<file path="src/switch_port_policy_pkg.sv">
/*
  Shared types and constants for the switch port policy block: per-port
  configuration encodings, frame descriptor layout and timing figures.
  Assumes a 200 MHz system clock.
*/
package switch_port_policy_pkg;

  localparam int EXT_PORTS = 4;
  localparam int ALL_PORTS = 5;
  localparam int INT_PORT = 4;

  typedef enum logic [1:0] {SPEED_AUTO, SPEED_10, SPEED_100, SPEED_1000} speed_type;
  typedef enum logic [1:0] {DUPLEX_AUTO, DUPLEX_FULL, DUPLEX_HALF} duplex_type;
  typedef enum logic [1:0] {LIMIT_OFF, LIMIT_BCAST, LIMIT_MCAST_BCAST} limit_type;
  typedef enum logic [1:0] {LLDP_OFF, LLDP_SEND, LLDP_RECV, LLDP_BOTH} lldp_type;
  typedef enum logic [2:0] {MIR_OFF, MIR_EGRESS, MIR_INGRESS, MIR_BOTH, MIR_DEST} mirror_type;
  typedef enum logic [1:0] {KIND_UNICAST, KIND_MCAST, KIND_BCAST, KIND_LLDP} kind_type;

  typedef struct packed {
    speed_type speed;
    duplex_type duplex;
    logic adv_fixed;
    limit_type limit;
    lldp_type lldp;
    mirror_type mirror;
  } port_cfg_type;

  typedef struct packed {
    logic autoneg;
    logic advertise;
    speed_type speed;
    duplex_type duplex;
  } phy_ctl_type;

  typedef struct packed {
    logic [2:0] src;
    kind_type kind;
    logic [15:0] len;
    logic [4:0] dest;
  } desc_type;

  typedef struct packed {
    logic [2:0] src;
    logic [15:0] len;
    logic [4:0] egress;
    logic dropped;
  } decision_type;

  localparam port_cfg_type CFG_RESET = '{speed: SPEED_AUTO, duplex: DUPLEX_AUTO, adv_fixed: 1'b0,
                                         limit: LIMIT_BCAST, lldp: LLDP_BOTH, mirror: MIR_OFF};
  localparam logic [4:0] VLAN_ROW_RESET = 5'h1f;

  localparam int CLK_MHZ = 200;
  localparam int BCAST_KBPS = 128;
  localparam int MCBC_KBPS = 1024;
  localparam int REFILL_US = 1000;
  localparam int REFILL_CYCLES = REFILL_US * CLK_MHZ;
  localparam logic [15:0] BCAST_BYTES = 16'(BCAST_KBPS * REFILL_US / 8000);
  localparam logic [15:0] MCBC_BYTES = 16'(MCBC_KBPS * REFILL_US / 8000);
  localparam logic [15:0] CREDIT_CAP = 16'h0600;
  localparam int LLDP_PERIOD_S = 30;
  localparam longint LLDP_PERIOD_CYCLES = longint'(LLDP_PERIOD_S) * CLK_MHZ * 1000000;
  localparam int FIFO_DEPTH = 16;

endpackage : switch_port_policy_pkg

</file>
<file path="src/switch_port_policy.sv">
/*
  Port policy engine of a four-port switch with one internal port: per-port
  PHY settings, inbound rate limiting, port-based forwarding, LLDP gating,
  mirroring. Frame descriptors pass a FIFO, then a one-cycle decision stage.
  Assumes a lookup upstream supplies the destination mask of each frame.
*/
// Contract
// - Four external ports, one configuration each
// - Speed fixed 10/100/1000 or auto; auto default
// - Duplex full, half or auto; auto default
// - Advertise abilities even with fixed settings
// - Limiter off or broadcast 128 kbit/s; default
// - Combined limit multicast+broadcast at 1024 kbit/s
// - Forward only to enabled ports per ingress
// - All forwarding connections enabled after reset
// - Periodically send LLDP, accept neighbour LLDP
// - LLDP mode set per external port
// - LLDP off: no send, no processing
// - Send-only: transmit, discard received LLDP
// - Receive-only: no transmit, process received
// - Send/receive both; default LLDP mode
// - Mirror off: no copies; default role
// - Egress role copies transmitted frames
// - Ingress role copies received frames
// - Combined role copies both directions
// - Destination role port transmits mirror copies

////////////////////////////////////////////////////////////////////////////////
module policy_fifo #(
  parameter int WIDTH = 26,
  parameter int DEPTH = 16
) (
  input wire logic i_clk,
  input wire logic i_sys_rst,
  input wire logic i_in_valid,
  output logic o_in_ready,
  input wire logic [WIDTH-1:0] i_in_data,
  output logic o_out_valid,
  input wire logic i_out_ready,
  output logic [WIDTH-1:0] o_out_data
);
  localparam int AW = $clog2(DEPTH);

  if (DEPTH < 2 || (1 << AW) != DEPTH) begin : g_bad_depth
    $error("policy_fifo depth must be a power of two");
  end

  logic [WIDTH-1:0] mem_q [DEPTH];
  logic [AW-1:0] wr_q;
  logic [AW-1:0] rd_q;
  logic [AW:0] cnt_q;
  wire push = i_in_valid && o_in_ready;
  wire pop = o_out_valid && i_out_ready;

  assign o_in_ready = cnt_q != (AW+1)'(DEPTH);
  assign o_out_valid = cnt_q != '0;
  assign o_out_data = mem_q[rd_q];

  always_ff @(posedge i_clk) begin
    if (push) begin
      mem_q[wr_q] <= i_in_data;
    end
  end

  always_ff @(posedge i_clk) begin
    if (i_sys_rst) begin
      wr_q <= '0;
      rd_q <= '0;
      cnt_q <= '0;
    end else begin
      wr_q <= wr_q + AW'(push);
      rd_q <= rd_q + AW'(pop);
      cnt_q <= cnt_q + (AW+1)'(push) - (AW+1)'(pop);
    end
  end

  chk_fifo_bound: assert property (@(posedge i_clk) disable iff (i_sys_rst)
    cnt_q <= (AW+1)'(DEPTH)) else $error("fifo count beyond depth");
endmodule : policy_fifo

////////////////////////////////////////////////////////////////////////////////
module switch_port_policy #(
  parameter int REFILL_CYCLES = switch_port_policy_pkg::REFILL_CYCLES,
  parameter longint LLDP_PERIOD_CYCLES = switch_port_policy_pkg::LLDP_PERIOD_CYCLES,
  parameter int FIFO_DEPTH = switch_port_policy_pkg::FIFO_DEPTH
) (
  input wire logic i_clk,
  input wire logic i_sys_rst,
  input wire logic i_cfg_wr,
  input wire logic [1:0] i_cfg_port,
  input wire switch_port_policy_pkg::port_cfg_type i_cfg,
  input wire logic i_vlan_wr,
  input wire logic [2:0] i_vlan_port,
  input wire logic [4:0] i_vlan_row,
  input wire logic i_in_valid,
  output logic o_in_ready,
  input wire switch_port_policy_pkg::desc_type i_in_desc,
  output logic o_dec_valid,
  input wire logic i_dec_ready,
  output switch_port_policy_pkg::decision_type o_dec,
  output switch_port_policy_pkg::port_cfg_type o_port_cfg [4],
  output switch_port_policy_pkg::phy_ctl_type o_phy_ctl [4],
  output logic [3:0] o_lldp_tx_req
);
  if (REFILL_CYCLES < 2 || LLDP_PERIOD_CYCLES < 2 ||
      LLDP_PERIOD_CYCLES > 64'h0000_0003_ffff_ffff) begin : g_bad_period
    $error("period counts out of range");
  end

  function automatic logic sends(switch_port_policy_pkg::lldp_type m);
    return m == switch_port_policy_pkg::LLDP_SEND || m == switch_port_policy_pkg::LLDP_BOTH;
  endfunction : sends

  function automatic logic receives(switch_port_policy_pkg::lldp_type m);
    return m == switch_port_policy_pkg::LLDP_RECV || m == switch_port_policy_pkg::LLDP_BOTH;
  endfunction : receives

  //////////////////////////////////////////////////////////////////////////////
  // Configuration store: a write replaces the whole set of one port.
  switch_port_policy_pkg::port_cfg_type cfg_q [4];
  logic [4:0] vlan_q [5];
  switch_port_policy_pkg::phy_ctl_type phy_q [4];

  always_ff @(posedge i_clk) begin
    if (i_sys_rst) begin
      for (int i = 0; i < 4; i++) begin
        cfg_q[i] <= switch_port_policy_pkg::CFG_RESET;
      end
      for (int i = 0; i < 5; i++) begin
        vlan_q[i] <= switch_port_policy_pkg::VLAN_ROW_RESET;
      end
    end else begin
      if (i_cfg_wr) begin
        cfg_q[i_cfg_port] <= i_cfg;
      end
      if (i_vlan_wr && i_vlan_port <= 3'(switch_port_policy_pkg::INT_PORT)) begin
        vlan_q[i_vlan_port] <= i_vlan_row;
      end
    end
  end

  // Fixed settings still advertise when asked, so negotiating partners see them.
  always_ff @(posedge i_clk) begin
    for (int i = 0; i < 4; i++) begin
      phy_q[i].autoneg <= !i_sys_rst ? (cfg_q[i].speed == switch_port_policy_pkg::SPEED_AUTO ||
                          cfg_q[i].duplex == switch_port_policy_pkg::DUPLEX_AUTO) : 1'b1;
      phy_q[i].advertise <= i_sys_rst || cfg_q[i].adv_fixed ||
                            cfg_q[i].speed == switch_port_policy_pkg::SPEED_AUTO ||
                            cfg_q[i].duplex == switch_port_policy_pkg::DUPLEX_AUTO;
      phy_q[i].speed <= i_sys_rst ? switch_port_policy_pkg::SPEED_AUTO : cfg_q[i].speed;
      phy_q[i].duplex <= i_sys_rst ? switch_port_policy_pkg::DUPLEX_AUTO : cfg_q[i].duplex;
    end
  end

  assign o_port_cfg = cfg_q;
  assign o_phy_ctl = phy_q;

  //////////////////////////////////////////////////////////////////////////////
  // Periodic ticks: limiter refill and LLDP announcement.
  logic [31:0] refill_cnt_q;
  // A thirty second announcement period at this clock does not fit in 32 bits.
  logic [33:0] lldp_cnt_q;
  logic [3:0] lldp_req_q;
  wire refill_tick = refill_cnt_q == 32'(REFILL_CYCLES - 1);
  wire lldp_tick = lldp_cnt_q == 34'(LLDP_PERIOD_CYCLES - 1);
  logic [3:0] send_mask;
  logic [3:0] egmir_mask;
  logic [3:0] dest_mask;

  always_comb begin
    for (int i = 0; i < 4; i++) begin
      send_mask[i] = sends(cfg_q[i].lldp);
      egmir_mask[i] = cfg_q[i].mirror == switch_port_policy_pkg::MIR_EGRESS ||
                      cfg_q[i].mirror == switch_port_policy_pkg::MIR_BOTH;
      dest_mask[i] = cfg_q[i].mirror == switch_port_policy_pkg::MIR_DEST;
    end
  end

  always_ff @(posedge i_clk) begin
    if (i_sys_rst) begin
      refill_cnt_q <= '0;
      lldp_cnt_q <= '0;
      lldp_req_q <= '0;
    end else begin
      refill_cnt_q <= refill_tick ? '0 : refill_cnt_q + 32'h1;
      lldp_cnt_q <= lldp_tick ? '0 : lldp_cnt_q + 34'h1;
      lldp_req_q <= lldp_tick ? send_mask : 4'h0;
    end
  end

  assign o_lldp_tx_req = lldp_req_q;

  //////////////////////////////////////////////////////////////////////////////
  // Descriptor FIFO; the decision register drains it and can stall it.
  switch_port_policy_pkg::desc_type head;
  logic head_valid;
  logic take;

  policy_fifo #(
    .WIDTH($bits(switch_port_policy_pkg::desc_type)),
    .DEPTH(FIFO_DEPTH)
  ) u_fifo (
    .i_clk(i_clk),
    .i_sys_rst(i_sys_rst),
    .i_in_valid(i_in_valid),
    .o_in_ready(o_in_ready),
    .i_in_data(i_in_desc),
    .o_out_valid(head_valid),
    .i_out_ready(!o_dec_valid || i_dec_ready),
    .o_out_data(head)
  );

  assign take = head_valid && (!o_dec_valid || i_dec_ready);

  //////////////////////////////////////////////////////////////////////////////
  // Decision for the frame at the FIFO head.
  logic [15:0] credit_q [4];
  wire [1:0] sp = head.src[1:0];
  wire ext = head.src < 3'(switch_port_policy_pkg::INT_PORT);
  wire is_lldp = head.kind == switch_port_policy_pkg::KIND_LLDP;
  wire is_bc = head.kind == switch_port_policy_pkg::KIND_BCAST;
  wire is_mc = head.kind == switch_port_policy_pkg::KIND_MCAST;
  wire limited = ext && ((cfg_q[sp].limit == switch_port_policy_pkg::LIMIT_BCAST && is_bc) ||
                 (cfg_q[sp].limit == switch_port_policy_pkg::LIMIT_MCAST_BCAST &&
                 (is_bc || is_mc)));
  wire over = limited && credit_q[sp] < head.len;
  wire [4:0] self_mask = 5'h01 << head.src;
  wire [4:0] vlan_row = head.src <= 3'(switch_port_policy_pkg::INT_PORT) ? vlan_q[head.src] : 5'h00;
  wire [4:0] base = head.dest & vlan_row;
  wire [4:0] lldp_fwd = ext ? (receives(cfg_q[sp].lldp) ? 5'h10 : 5'h00)
                            : base & {1'b1, send_mask};
  wire [4:0] pass = over ? 5'h00 : (is_lldp ? lldp_fwd : base);
  wire ing_mir = ext && (cfg_q[sp].mirror == switch_port_policy_pkg::MIR_INGRESS ||
                 cfg_q[sp].mirror == switch_port_policy_pkg::MIR_BOTH);
  wire mir_need = !over && (ing_mir || |(pass[3:0] & egmir_mask));
  wire [3:0] mdest = dest_mask & (~dest_mask + 4'h1);
  wire [4:0] egress = (pass | (mir_need ? {1'b0, mdest} : 5'h00)) & ~self_mask;

  // Only the lowest port with the destination role receives mirror copies.
  always_ff @(posedge i_clk) begin
    if (i_sys_rst) begin
      o_dec_valid <= 1'b0;
      o_dec <= '0;
    end else if (take) begin
      o_dec_valid <= 1'b1;
      o_dec.src <= head.src;
      o_dec.len <= head.len;
      o_dec.egress <= egress;
      o_dec.dropped <= egress == 5'h00;
    end else if (i_dec_ready) begin
      o_dec_valid <= 1'b0;
    end
  end

  // Credit saturates at the cap; an accepted limited frame spends its length.
  always_ff @(posedge i_clk) begin
    for (int i = 0; i < 4; i++) begin
      logic [16:0] sum;
      sum = {1'b0, credit_q[i]};
      if (refill_tick) begin
        unique case (cfg_q[i].limit)
          switch_port_policy_pkg::LIMIT_BCAST: sum = sum + {1'b0, switch_port_policy_pkg::BCAST_BYTES};
          switch_port_policy_pkg::LIMIT_MCAST_BCAST: sum = sum + {1'b0, switch_port_policy_pkg::MCBC_BYTES};
          default: sum = {1'b0, switch_port_policy_pkg::CREDIT_CAP};
        endcase
      end
      if (take && limited && !over && sp == 2'(i)) begin
        sum = sum - {1'b0, head.len};
      end
      if (i_sys_rst || sum > {1'b0, switch_port_policy_pkg::CREDIT_CAP}) begin
        credit_q[i] <= switch_port_policy_pkg::CREDIT_CAP;
      end else begin
        credit_q[i] <= sum[15:0];
      end
    end
  end

  //////////////////////////////////////////////////////////////////////////////
  // Checks.
  logic [4:0] row_seen_q;
  logic [4:0] mir_seen_q;
  always_ff @(posedge i_clk) begin
    if (take) begin
      row_seen_q <= vlan_row;
      mir_seen_q <= {1'b0, mdest};
    end
  end

  chk_no_hairpin: assert property (@(posedge i_clk) disable iff (i_sys_rst)
    o_dec_valid |-> !o_dec.egress[o_dec.src]) else $error("frame sent back to its source");

  chk_vlan_gate: assert property (@(posedge i_clk) disable iff (i_sys_rst)
    take |=> (o_dec.egress & ~row_seen_q & ~mir_seen_q) == 5'h00)
    else $error("frame sent to a disabled port");

  chk_reset_vlan: assert property (@(posedge i_clk)
    $past(i_sys_rst) && i_sys_rst |-> vlan_q[0] == 5'h1f && vlan_q[4] == 5'h1f)
    else $error("forwarding matrix not fully enabled at reset");

  chk_reset_cfg: assert property (@(posedge i_clk)
    $past(i_sys_rst) |-> cfg_q[0].speed == switch_port_policy_pkg::SPEED_AUTO &&
    cfg_q[3].speed == switch_port_policy_pkg::SPEED_AUTO)
    else $error("port speed not automatic after reset");

  chk_lldp_off_drop: assert property (@(posedge i_clk) disable iff (i_sys_rst)
    take && is_lldp && ext && !receives(cfg_q[sp].lldp) |=> o_dec.dropped)
    else $error("received lldp frame processed while reception is off");

  chk_lldp_rx_proc: assert property (@(posedge i_clk) disable iff (i_sys_rst)
    take && is_lldp && ext && receives(cfg_q[sp].lldp) && !over && head.src != 3'h4
    |=> o_dec.egress[4]) else $error("received lldp frame not processed");

  chk_lldp_tx_gate: assert property (@(posedge i_clk) disable iff (i_sys_rst)
    (o_lldp_tx_req & ~$past(send_mask)) == 4'h0) else $error("lldp sent on a non-sending port");

  chk_limit_drop: assert property (@(posedge i_clk) disable iff (i_sys_rst)
    take && over ##1 o_dec_valid |-> o_dec.dropped) else $error("over-budget frame forwarded");

  chk_mirror_ingress: assert property (@(posedge i_clk) disable iff (i_sys_rst)
    take && ing_mir && !over && |mdest && !(|(mdest & self_mask[3:0]))
    |=> |(o_dec.egress[3:0] & mir_seen_q[3:0])) else $error("ingress copy not mirrored");

  chk_advertise: assert property (@(posedge i_clk) disable iff (i_sys_rst)
    cfg_q[0].adv_fixed ##1 cfg_q[0].adv_fixed |-> phy_q[0].advertise)
    else $error("fixed port does not advertise");

  chk_reset_phy: assert property (@(posedge i_clk)
    $past(i_sys_rst) |-> phy_q[2].autoneg &&
    phy_q[2].duplex == switch_port_policy_pkg::DUPLEX_AUTO)
    else $error("port duplex not automatic after reset");

  chk_phy_speed: assert property (@(posedge i_clk) disable iff (i_sys_rst)
    !$past(i_sys_rst) |-> phy_q[1].speed == $past(cfg_q[1].speed))
    else $error("port speed setting not applied");

  chk_lldp_period: assert property (@(posedge i_clk) disable iff (i_sys_rst)
    lldp_tick |=> o_lldp_tx_req == $past(send_mask)) else $error("lldp announcement missed");

  chk_mirror_egress: assert property (@(posedge i_clk) disable iff (i_sys_rst)
    take && !over && |(pass[3:0] & egmir_mask) && |mdest && !(|(mdest & self_mask[3:0]))
    |=> |(o_dec.egress[3:0] & mir_seen_q[3:0])) else $error("egress copy not mirrored");

  chk_mirror_off: assert property (@(posedge i_clk) disable iff (i_sys_rst)
    take && !is_lldp && !ing_mir && !(|(pass[3:0] & egmir_mask))
    |=> (o_dec.egress & ~row_seen_q) == 5'h00) else $error("copy made without a mirror role");
endmodule : switch_port_policy

</file>
<file path="config.mk">
export PLATFORM = sky130hd
export DESIGN_NAME = switch_port_policy
export DESIGN_NICKNAME = d
export VERILOG_FILES = /design/src/switch_port_policy_pkg.sv /design/src/switch_port_policy.sv
export SDC_FILE = /design/constraint.sdc
export NUM_CORES = 1
export LEC_CHECK = 0
export BUFFER_PORTS_ARGS = -buffer_cell sky130_fd_sc_hd__clkbuf_2
export CAP_MARGIN = 20
export CORE_UTILIZATION = 51
export CTS_CLUSTER_SIZE = 12
export DETAILED_ROUTE_END_ITERATION = 6
export HOLD_SLACK_MARGIN = 0.08
export PLACE_DENSITY = 0.65
export SYNTH_ARGS = -nofsm -noshare
export SYNTH_HDL_FRONTEND = slang
export SYNTH_HIERARCHICAL = 1
export SYNTH_SLANG_ARGS = --single-unit
</file>
<file path="constraint.sdc">
create_clock -name i_clk -period 16.4 [get_ports i_clk]
set_input_delay 0 -clock i_clk [delete_from_list [all_inputs] [get_ports i_clk]]
set_output_delay 0 -clock i_clk [all_outputs]
set_load 0.02 [all_outputs]
</file>
==> impl_results.md, run 1 <==
- GR Util All Layers: 27.68%
- Final period util: 43.99%
- RSZ-0062 raised after global routing: false
- R2r startpoint: u_fifo/rd_q[0]
- Synthesized cell area: around 33000 µm²
- Max Cap Viol: 0
- Worst-margin pin slew: 1.161 ns
- Initial antenna violation count: 3
- FP Rows: 92
- Final HPWL DP: 60.34 mm
- Clock Latency Late Sink: 0.63 ns
- Worst flop-to-flop path endpoint: credit_q[2][7]
- Wire length per cell: 23.48 µm
- TNS Setup: 0 ns
- CP startpoint kind: register
- Clk slew on worst S/H paths: ~0.060 ns
- Top area cells in the synthesized netlist: edfxtp_1 (40%), dfxtp_1 (15%), mux4_2 (6.3%)
- GP Congestion: 0.9343
- Pin count of the biggest net entering global routing: 68
- Top-count cell post-synth: edfxtp_1
- Avg Inst Size Synth: 12.00 µm²
- Rel. slew slack: about 22%
- Htree depth: 3
- FFs w/ async S/R, synth: 0%
- CTS Buffer Depth: 3
- Die W: 255.6 µm
- Clock root buffer: clkbuf_16
- Final Max Slew Viols: 0
- Library cells used by synthesis: 87
- Post-synth top area share: 40.30%
- CTS Sinks: 685
- Number of global-route vias before repair: 23390
- Core Footprint: 63310 µm²
- Total Routed Length: 90.65 mm
- CP Data Arrival Time: about 7.8 ns
- IO buf count: about 160
- TritonCTS buffer count: 75
- Hold WS: 0.2008 ns
- Final nets: 3125
- Worst Path Class, Setup: reg2reg
- Yosys warnings: 6
- Status: completed
- Reg2reg setup slack: ~9 ns
- Vias per Instance: 6.074
- Commonest cells in the netlist: edfxtp_1 (440), nand2_1 (306), dfxtp_1 (245), nor2_1 (214), a21oi_1 (160)
- DR iter-0 viols: 1764
- Leak: 13.52 nW
- Post-Syn Instances: 2733
- Full die area: 65310 µm²
- Post-synthesis sequential area ratio: about 55%
- Worst EP required: 16.93 ns
- Kind of capture point of the worst setup path: register
- Final Skew: 0.01973 ns
- Area Growth Syn to Fin: 14.78%
- Post-CTS Setup Inserts: 0
- First-pass GRT wire length: between 100 and 150 mm
- Minimum clock period: 7.214 ns
- Peak supply drop: 0.0001174 V
- Height of the die: approximately 260 µm
- Via count: 23450
- EDFF count, synth: 440
- FMAX: 0.1386 GHz
- Yosys reg bits: 685
- Post-route antenna net violation count: 0
- Top_reg_cell synth: edfxtp_1
- Largest fanout on the critical path: 47
- Drt first pass iters: 6
- Drc violations: 0
- TritonCTS clock tree: yes
- PD cells: ~150 nW/µm²
- Hold Violations, Final: 0
- Worst R2R Path Depth: 16
- IO Count: 157
- Worst Hold End: o_port_cfg[3]
- Area leader, netlist: edfxtp_1
- Hold_sp: i_cfg[3]
- Layout cell share with drive strength beyond 1: 15.69%
- Total gr overflow: 0
- HP Class: in2reg
- Starting Density: 51.79%
- Hold Crit Depth: 4
- Setup violators final: 0
==> cells in the final DEF, fill, tap and decap left out, types with 57 or more instances in the layout <==
cell type      Yosys  routed
ha_1             109     109
o21ai_0           83      83
clkbuf_16          0      79
clkbuf_2           0     155
mux4_2            92      92
dlygate4sd3_1      0      63
dfxtp_1          245     243
a21oi_1          160     160
edfxtp_1         440     440
nor2_1           214     201
inv_1             66      66
nand2_1          306     305
xor2_1            61      61
a22oi_1           57      57
nand3_1           94      94
==> report_power, final <==
group | switching [mW] | total [mW] | internal, mW
combinational | 1.09 | 1.82 | 0.732
sequential | 0.0839 | 2.00 | 1.92
clock | 0.688 | 1.67 | 0.983
total | 1.86 | 5.49 | 3.63
==> repair_timing <==
item,CTS,global route
endpoints found under the hold margin,526,0
resized for setup,0,0
hold buffers,63,0
==> per-layer routing <==
metal	vias up	track usage (%)	share of wire [%]
met5	-	0	0.026
met4	4	10.21	3.4
met3	192	4.001	5.7
met2	814	46.84	49
met1	11680	36.27	42
li1	10760	-	-
==> stage by stage <==
| step | area, µm² | std cells | utilization, % | power [mW] | worst slack [ns] |
|---|---|---|---|---|---|
| 6_report | 37640 | 3861 | 59.45 | 5.490 | 9.186 |
| 5_1_grt | 37640 | 3861 | 59.45 | 5.757 | 8.678 |
| 4_1_cts | 37580 | 3857 | 59.36 | 5.508 | 9.184 |
| 3_5_place_dp | 34500 | 3660 | 54.49 | 3.822 | 9.190 |
| 3_3_place_gp | 34430 | 3657 | 54.38 | 3.797 | 9.330 |
| 2_1_floorplan | 32860 | 2752 | - | 3.330 | 10.49 |
==> cell type report <==
| class | count | area (µm²) |
|---|---|---|
| Fill cell | 5058 | 25670 |
| Sequential cell | 685 | 18120 |
| Clock inverter | 20 | 281.5 |
| Tap cell | 846 | 1059 |
| Antenna cell | 1 | 2.502 |
| Inverter | 68 | 255.2 |
| Multi-Input combinational cell | 1877 | 14020 |
| Clock buffer | 114 | 2168 |
| Timing Repair Buffer | 250 | 1724 |
==> registers in the layout (all words and copies together), names as in the netlist <==
| register | count |
|---|---|
| u_fifo/mem_q | 416 |
| credit_q | 64 |
| o_port_cfg | 48 |
| lldp_cnt_q | 34 |
| refill_cnt_q | 32 |
| o_dec | 25 |
| o_phy_ctl | 24 |
| vlan_q | 24 |
| u_fifo/cnt_q | 5 |
| o_lldp_tx_req | 4 |
| u_fifo/rd_q | 4 |
| u_fifo/wr_q | 4 |
| o_dec_valid | 1 |
==> worst max path at each step <==
stage,slack (ns),cells past startpoint,start,endpoint
2_1_floorplan,10.49,20,u_fifo/rd_q[1],credit_q[2][5]
3_3_place_gp,9.33,16,u_fifo/rd_q[0],credit_q[2][6]
3_5_place_dp,9.19,16,u_fifo/rd_q[0],credit_q[2][7]
4_1_cts,9.18,16,u_fifo/rd_q[0],credit_q[2][7]
5_1_grt,8.68,16,u_fifo/rd_q[0],credit_q[2][4]
6_report,9.19,16,u_fifo/rd_q[0],credit_q[2][7]
==> logic make-up after synthesis <==
logic type	synth area share [%]
buf+inv	2.644
flops	55.25
compound gates	9.921
xor+xnor	2.831
simple gates	14.87
other cells	0.01144
mux	10.00
fa+ha+maj	4.465
==> critical path: stages (launching register included) <==
cell	delay, ns
dfxtp_4	0.68
buf_4	0.64
buf_4	0.80
mux4_2	0.60
a22oi_1	0.22
nand2_1	0.18
inv_1	0.43
ha_1	0.23
and4_1	0.21
a21boi_0	0.36
o41ai_4	0.15
a2111oi_4	0.92
inv_2	0.24
nor4_1	0.32
a31oi_1	0.13
or4_1	0.73
a211oi_2	0.21
No activity file was read; power rests on OpenSTA's default activity.
==> inputs of run 2 (changes only) <==
--- a/config.mk
+++ b/config.mk
@@ -11,7 +11,7 @@
 export CTS_CLUSTER_SIZE = 12
 export DETAILED_ROUTE_END_ITERATION = 6
 export HOLD_SLACK_MARGIN = 0.08
-export PLACE_DENSITY = 0.65
+export PLACE_DENSITY = 0.68
 export SYNTH_ARGS = -nofsm -noshare
 export SYNTH_HDL_FRONTEND = slang
 export SYNTH_HIERARCHICAL = 1
==> constraint.sdc (replaced) <==
create_clock -name i_clk -period 6.2 [get_ports i_clk]
set_input_delay 0 -clock i_clk [delete_from_list [all_inputs] [get_ports i_clk]]
set_output_delay 0 -clock i_clk [all_outputs]
set_load 0.02 [all_outputs]
==> run 2 against run 1 <==
Against the previous run: count of clock-buffer cells in the layout fell by 3; register-to-register slack got worse by 8.7 ns; die area did not move; via count rose by 1.6%; sequential share of layout area fell by 0.14 points; worst setup slack got worse by 8.7 ns; worst hold slack improved by 0.0034 ns; highest routed layer unchanged.
==> impl_results.md, run 2 (synthesis results as in run 1) <==
- Status: completed
- Rel. slew slack: 20.79% (-1.6 points)
- Core Footprint: 63310 µm² (unchanged)
- CTS Sinks: 685 (unchanged)
- Cts repair resizes: 0 (unchanged)
- Final period util: 92.38% (+48 points)
- Flop pwr share: 36.2% (-0.2 points)
- Clock Latency Late Sink: 0.63 ns (about the same)
- CTS Buffer Depth: 3 (unchanged)
- Area Growth Syn to Fin: 15.13%
- Final Max Slew Viols: 0 (unchanged)
- Max Cap Viol: 0 (unchanged)
- Commonest non-fill, non-tap cell in the layout: edfxtp_1
- Switching Fraction: 34.45% (+0.58 points)
- TritonCTS clock tree: yes
- GR Util All Layers: 26.86% (-0.83 points)
- Max reg flops: 416 (unchanged)
- Largest fanout on the critical path: 38 (-19%)
- Worst-margin pin slew: 1.177 ns (+0.01643 ns)
- Full die area: 65310 µm² (unchanged)
- Final nets: 3147 (+0.70%)
- Number of global-route vias before repair: 23640 (+1.1%)
- GP Congestion: 0.9856 (+5.5%)
- Vias per Instance: 6.133 (+0.97%)
- Pin count of the biggest net entering global routing: 65 (-4.4%)
- Clock root buffer: clkbuf_16
- Post-route antenna net violation count: 0 (unchanged)
- Total Routed Length: 88.98 mm (-1.8%)
- Kind of capture point of the worst setup path: register
- Total net switching power: 5.004 mW (+170%)
- Final Skew: 0.02893 ns (+0.009201 ns)
- Clk slew on worst S/H paths: 0.06 ns (about the same)
- Height of the die: 255.6 µm (unchanged)
- Clock share of power: 29.3% (-1.1 points)
- HP Class: in2reg
- Layout cell share with drive strength beyond 1: 16.36% (+0.67 points)
- Hold Violations, Final: 0 (unchanged)
- Drc violations: 0 (unchanged)
- Drt first pass iters: 7 (+1)
- Peak supply drop: 0.0003296 V (+180%)
- CP startpoint kind: register
- Wire length per cell: 22.90 µm (-2.4%)
- RSZ-0062 raised after global routing: false
- FMAX: 0.1746 GHz (+26%)
- TritonCTS buffer count: 75 (unchanged)
- Setup violators final: 0 (unchanged)
- TNS Setup: 0 ns (unchanged)
- Starting Density: 51.79% (unchanged)
- Leak: 13.60 nW (+0.63%)
- Power Total: 14.52 mW (+160%)
- Most frequent cells in the layout: edfxtp_1 (440), nand2_1 (305), dfxtp_1 (243)
- Die W: 255.6 µm (unchanged)
- Minimum clock period: 5.727 ns (-1.487 ns)
- CP Cell Sequence: ha_1 > nand3_1 > or2_1 > or3_2 > buf_4 > o41ai_1 > ha_1 > a2111oi_0 > nand2b_1 > nand4_1 > a21oi_1 > xor2_1 > nor4_1 > a31oi_1 > buf_4 > a2111oi_0
- Htree depth: 3 (unchanged)
- PD cells: 384.8 nW/µm² (+160%)
- Largest Register: u_fifo/mem_q
- Largest stage delay on the critical path: 0.80 ns (-0.12 ns)
- Slack of the critical path: 0.4727 ns (-8.713 ns)
- Total gr overflow: 0 (unchanged)
- Initial antenna violation count: 5 (+2)
- Setup WS pre-CTS: 0.5829 ns (-8.607 ns)
- Power Internal: 9.521 mW (+160%)
- Via count: 23830 (+1.6%)
- Reg2reg setup slack: 0.47 ns (-8.71 ns)
- First-pass GRT wire length: 136.2 mm (-2.0%)
- Fill cells: 4991 (-1.3%)
- CP Data Arrival Time: 6.20 ns (-1.55 ns)
- IO Count: 157 (unchanged)
- Comb pwr share: 34.6% (+1.5 points)
- FP Rows: 92 (unchanged)
- Hold WS: 0.2042 ns (+0.003416 ns)
- Final HPWL DP: 60.07 mm (-0.45%)
- CP max stage cell: or3_2
- DR iter-0 viols: 2131 (+21%)
- Worst Path Class, Setup: reg2reg
- IO buf count: 156 (unchanged)
- Worst EP required: 6.67 ns (-10.26 ns)
==> run 2: cell type report <==
cell class | count | area (µm²) | area share [%]
antenna | 1 | 2.502 | 0.006629
tap | 846 | 1059 | 2.804
clock buffer | 111 | 2120 | 5.615
sequential | 685 | 18120 | 48.01
clock inverter | 25 | 241.5 | 0.6397
timing repair buffer | 272 | 1919 | 5.085
multi-input combinational | 1877 | 14030 | 37.16
inverter | 68 | 255.2 | 0.6762
==> run 2: per-layer routing <==
layer  vias up  routed length (µm)  GRT usage (%)
li1      10830                   -              -
met1     11770               34740          33.42
met2       980               43950          45.60
met3       235                6398          5.318
met4        10                3810          11.51
met5         -                  74              0
==> run 2: repair_timing <==
item,4_1_cts,5_1_grt
buffers inserted,0,0
endpoints found under the hold margin,515,0
hold buffers,64,0
==> run 2: metrics by stage <==
stage / std cells / utilization [%] / cell area [µm²]
floorplan: 2752 / - / 32860
detailed placement: 3681 / 54.78 / 34680
CTS: 3881 / 59.52 / 37680
global route: 3884 / 59.62 / 37750
global placement: 3677 / 54.63 / 34590
finish: 3885 / 59.62 / 37750
==> run 2: power by group through the flow <==
stage / sequential (mW) / combinational [mW] / clock [mW]
2_1_floorplan: 5.35 / 3.46 / 0
3_3_place_gp: 5.34 / 4.82 / 0
3_5_place_dp: 5.35 / 4.89 / 0
4_1_cts: 5.25 / 4.96 / 4.31
5_1_grt: 5.27 / 5.43 / 4.49
6_report: 5.25 / 5.02 / 4.25
==> run 2: worst paths after layout <==
path	start	cells past startpoint	end
max	refill_cnt_q[0]	16	credit_q[1][4]
min	i_cfg[4]	4	o_port_cfg[40]
min reg2reg	refill_cnt_q[0]	1	refill_cnt_q[0]
max reg2reg	refill_cnt_q[0]	16	credit_q[1][4]
==> run 2: critical path: cells and delay by family (launching register included) <==
family / cells / cell delay (ns)
AO/OA/AOI/OAI: 5 / 1.87
flip-flops: 1 / 0.37
AND/OR/NAND/NOR: 6 / 1.91
adder cells (fa/ha/maj): 2 / 0.68
buffers and inverters: 2 / 0.58
XOR/XNOR: 1 / 0.15
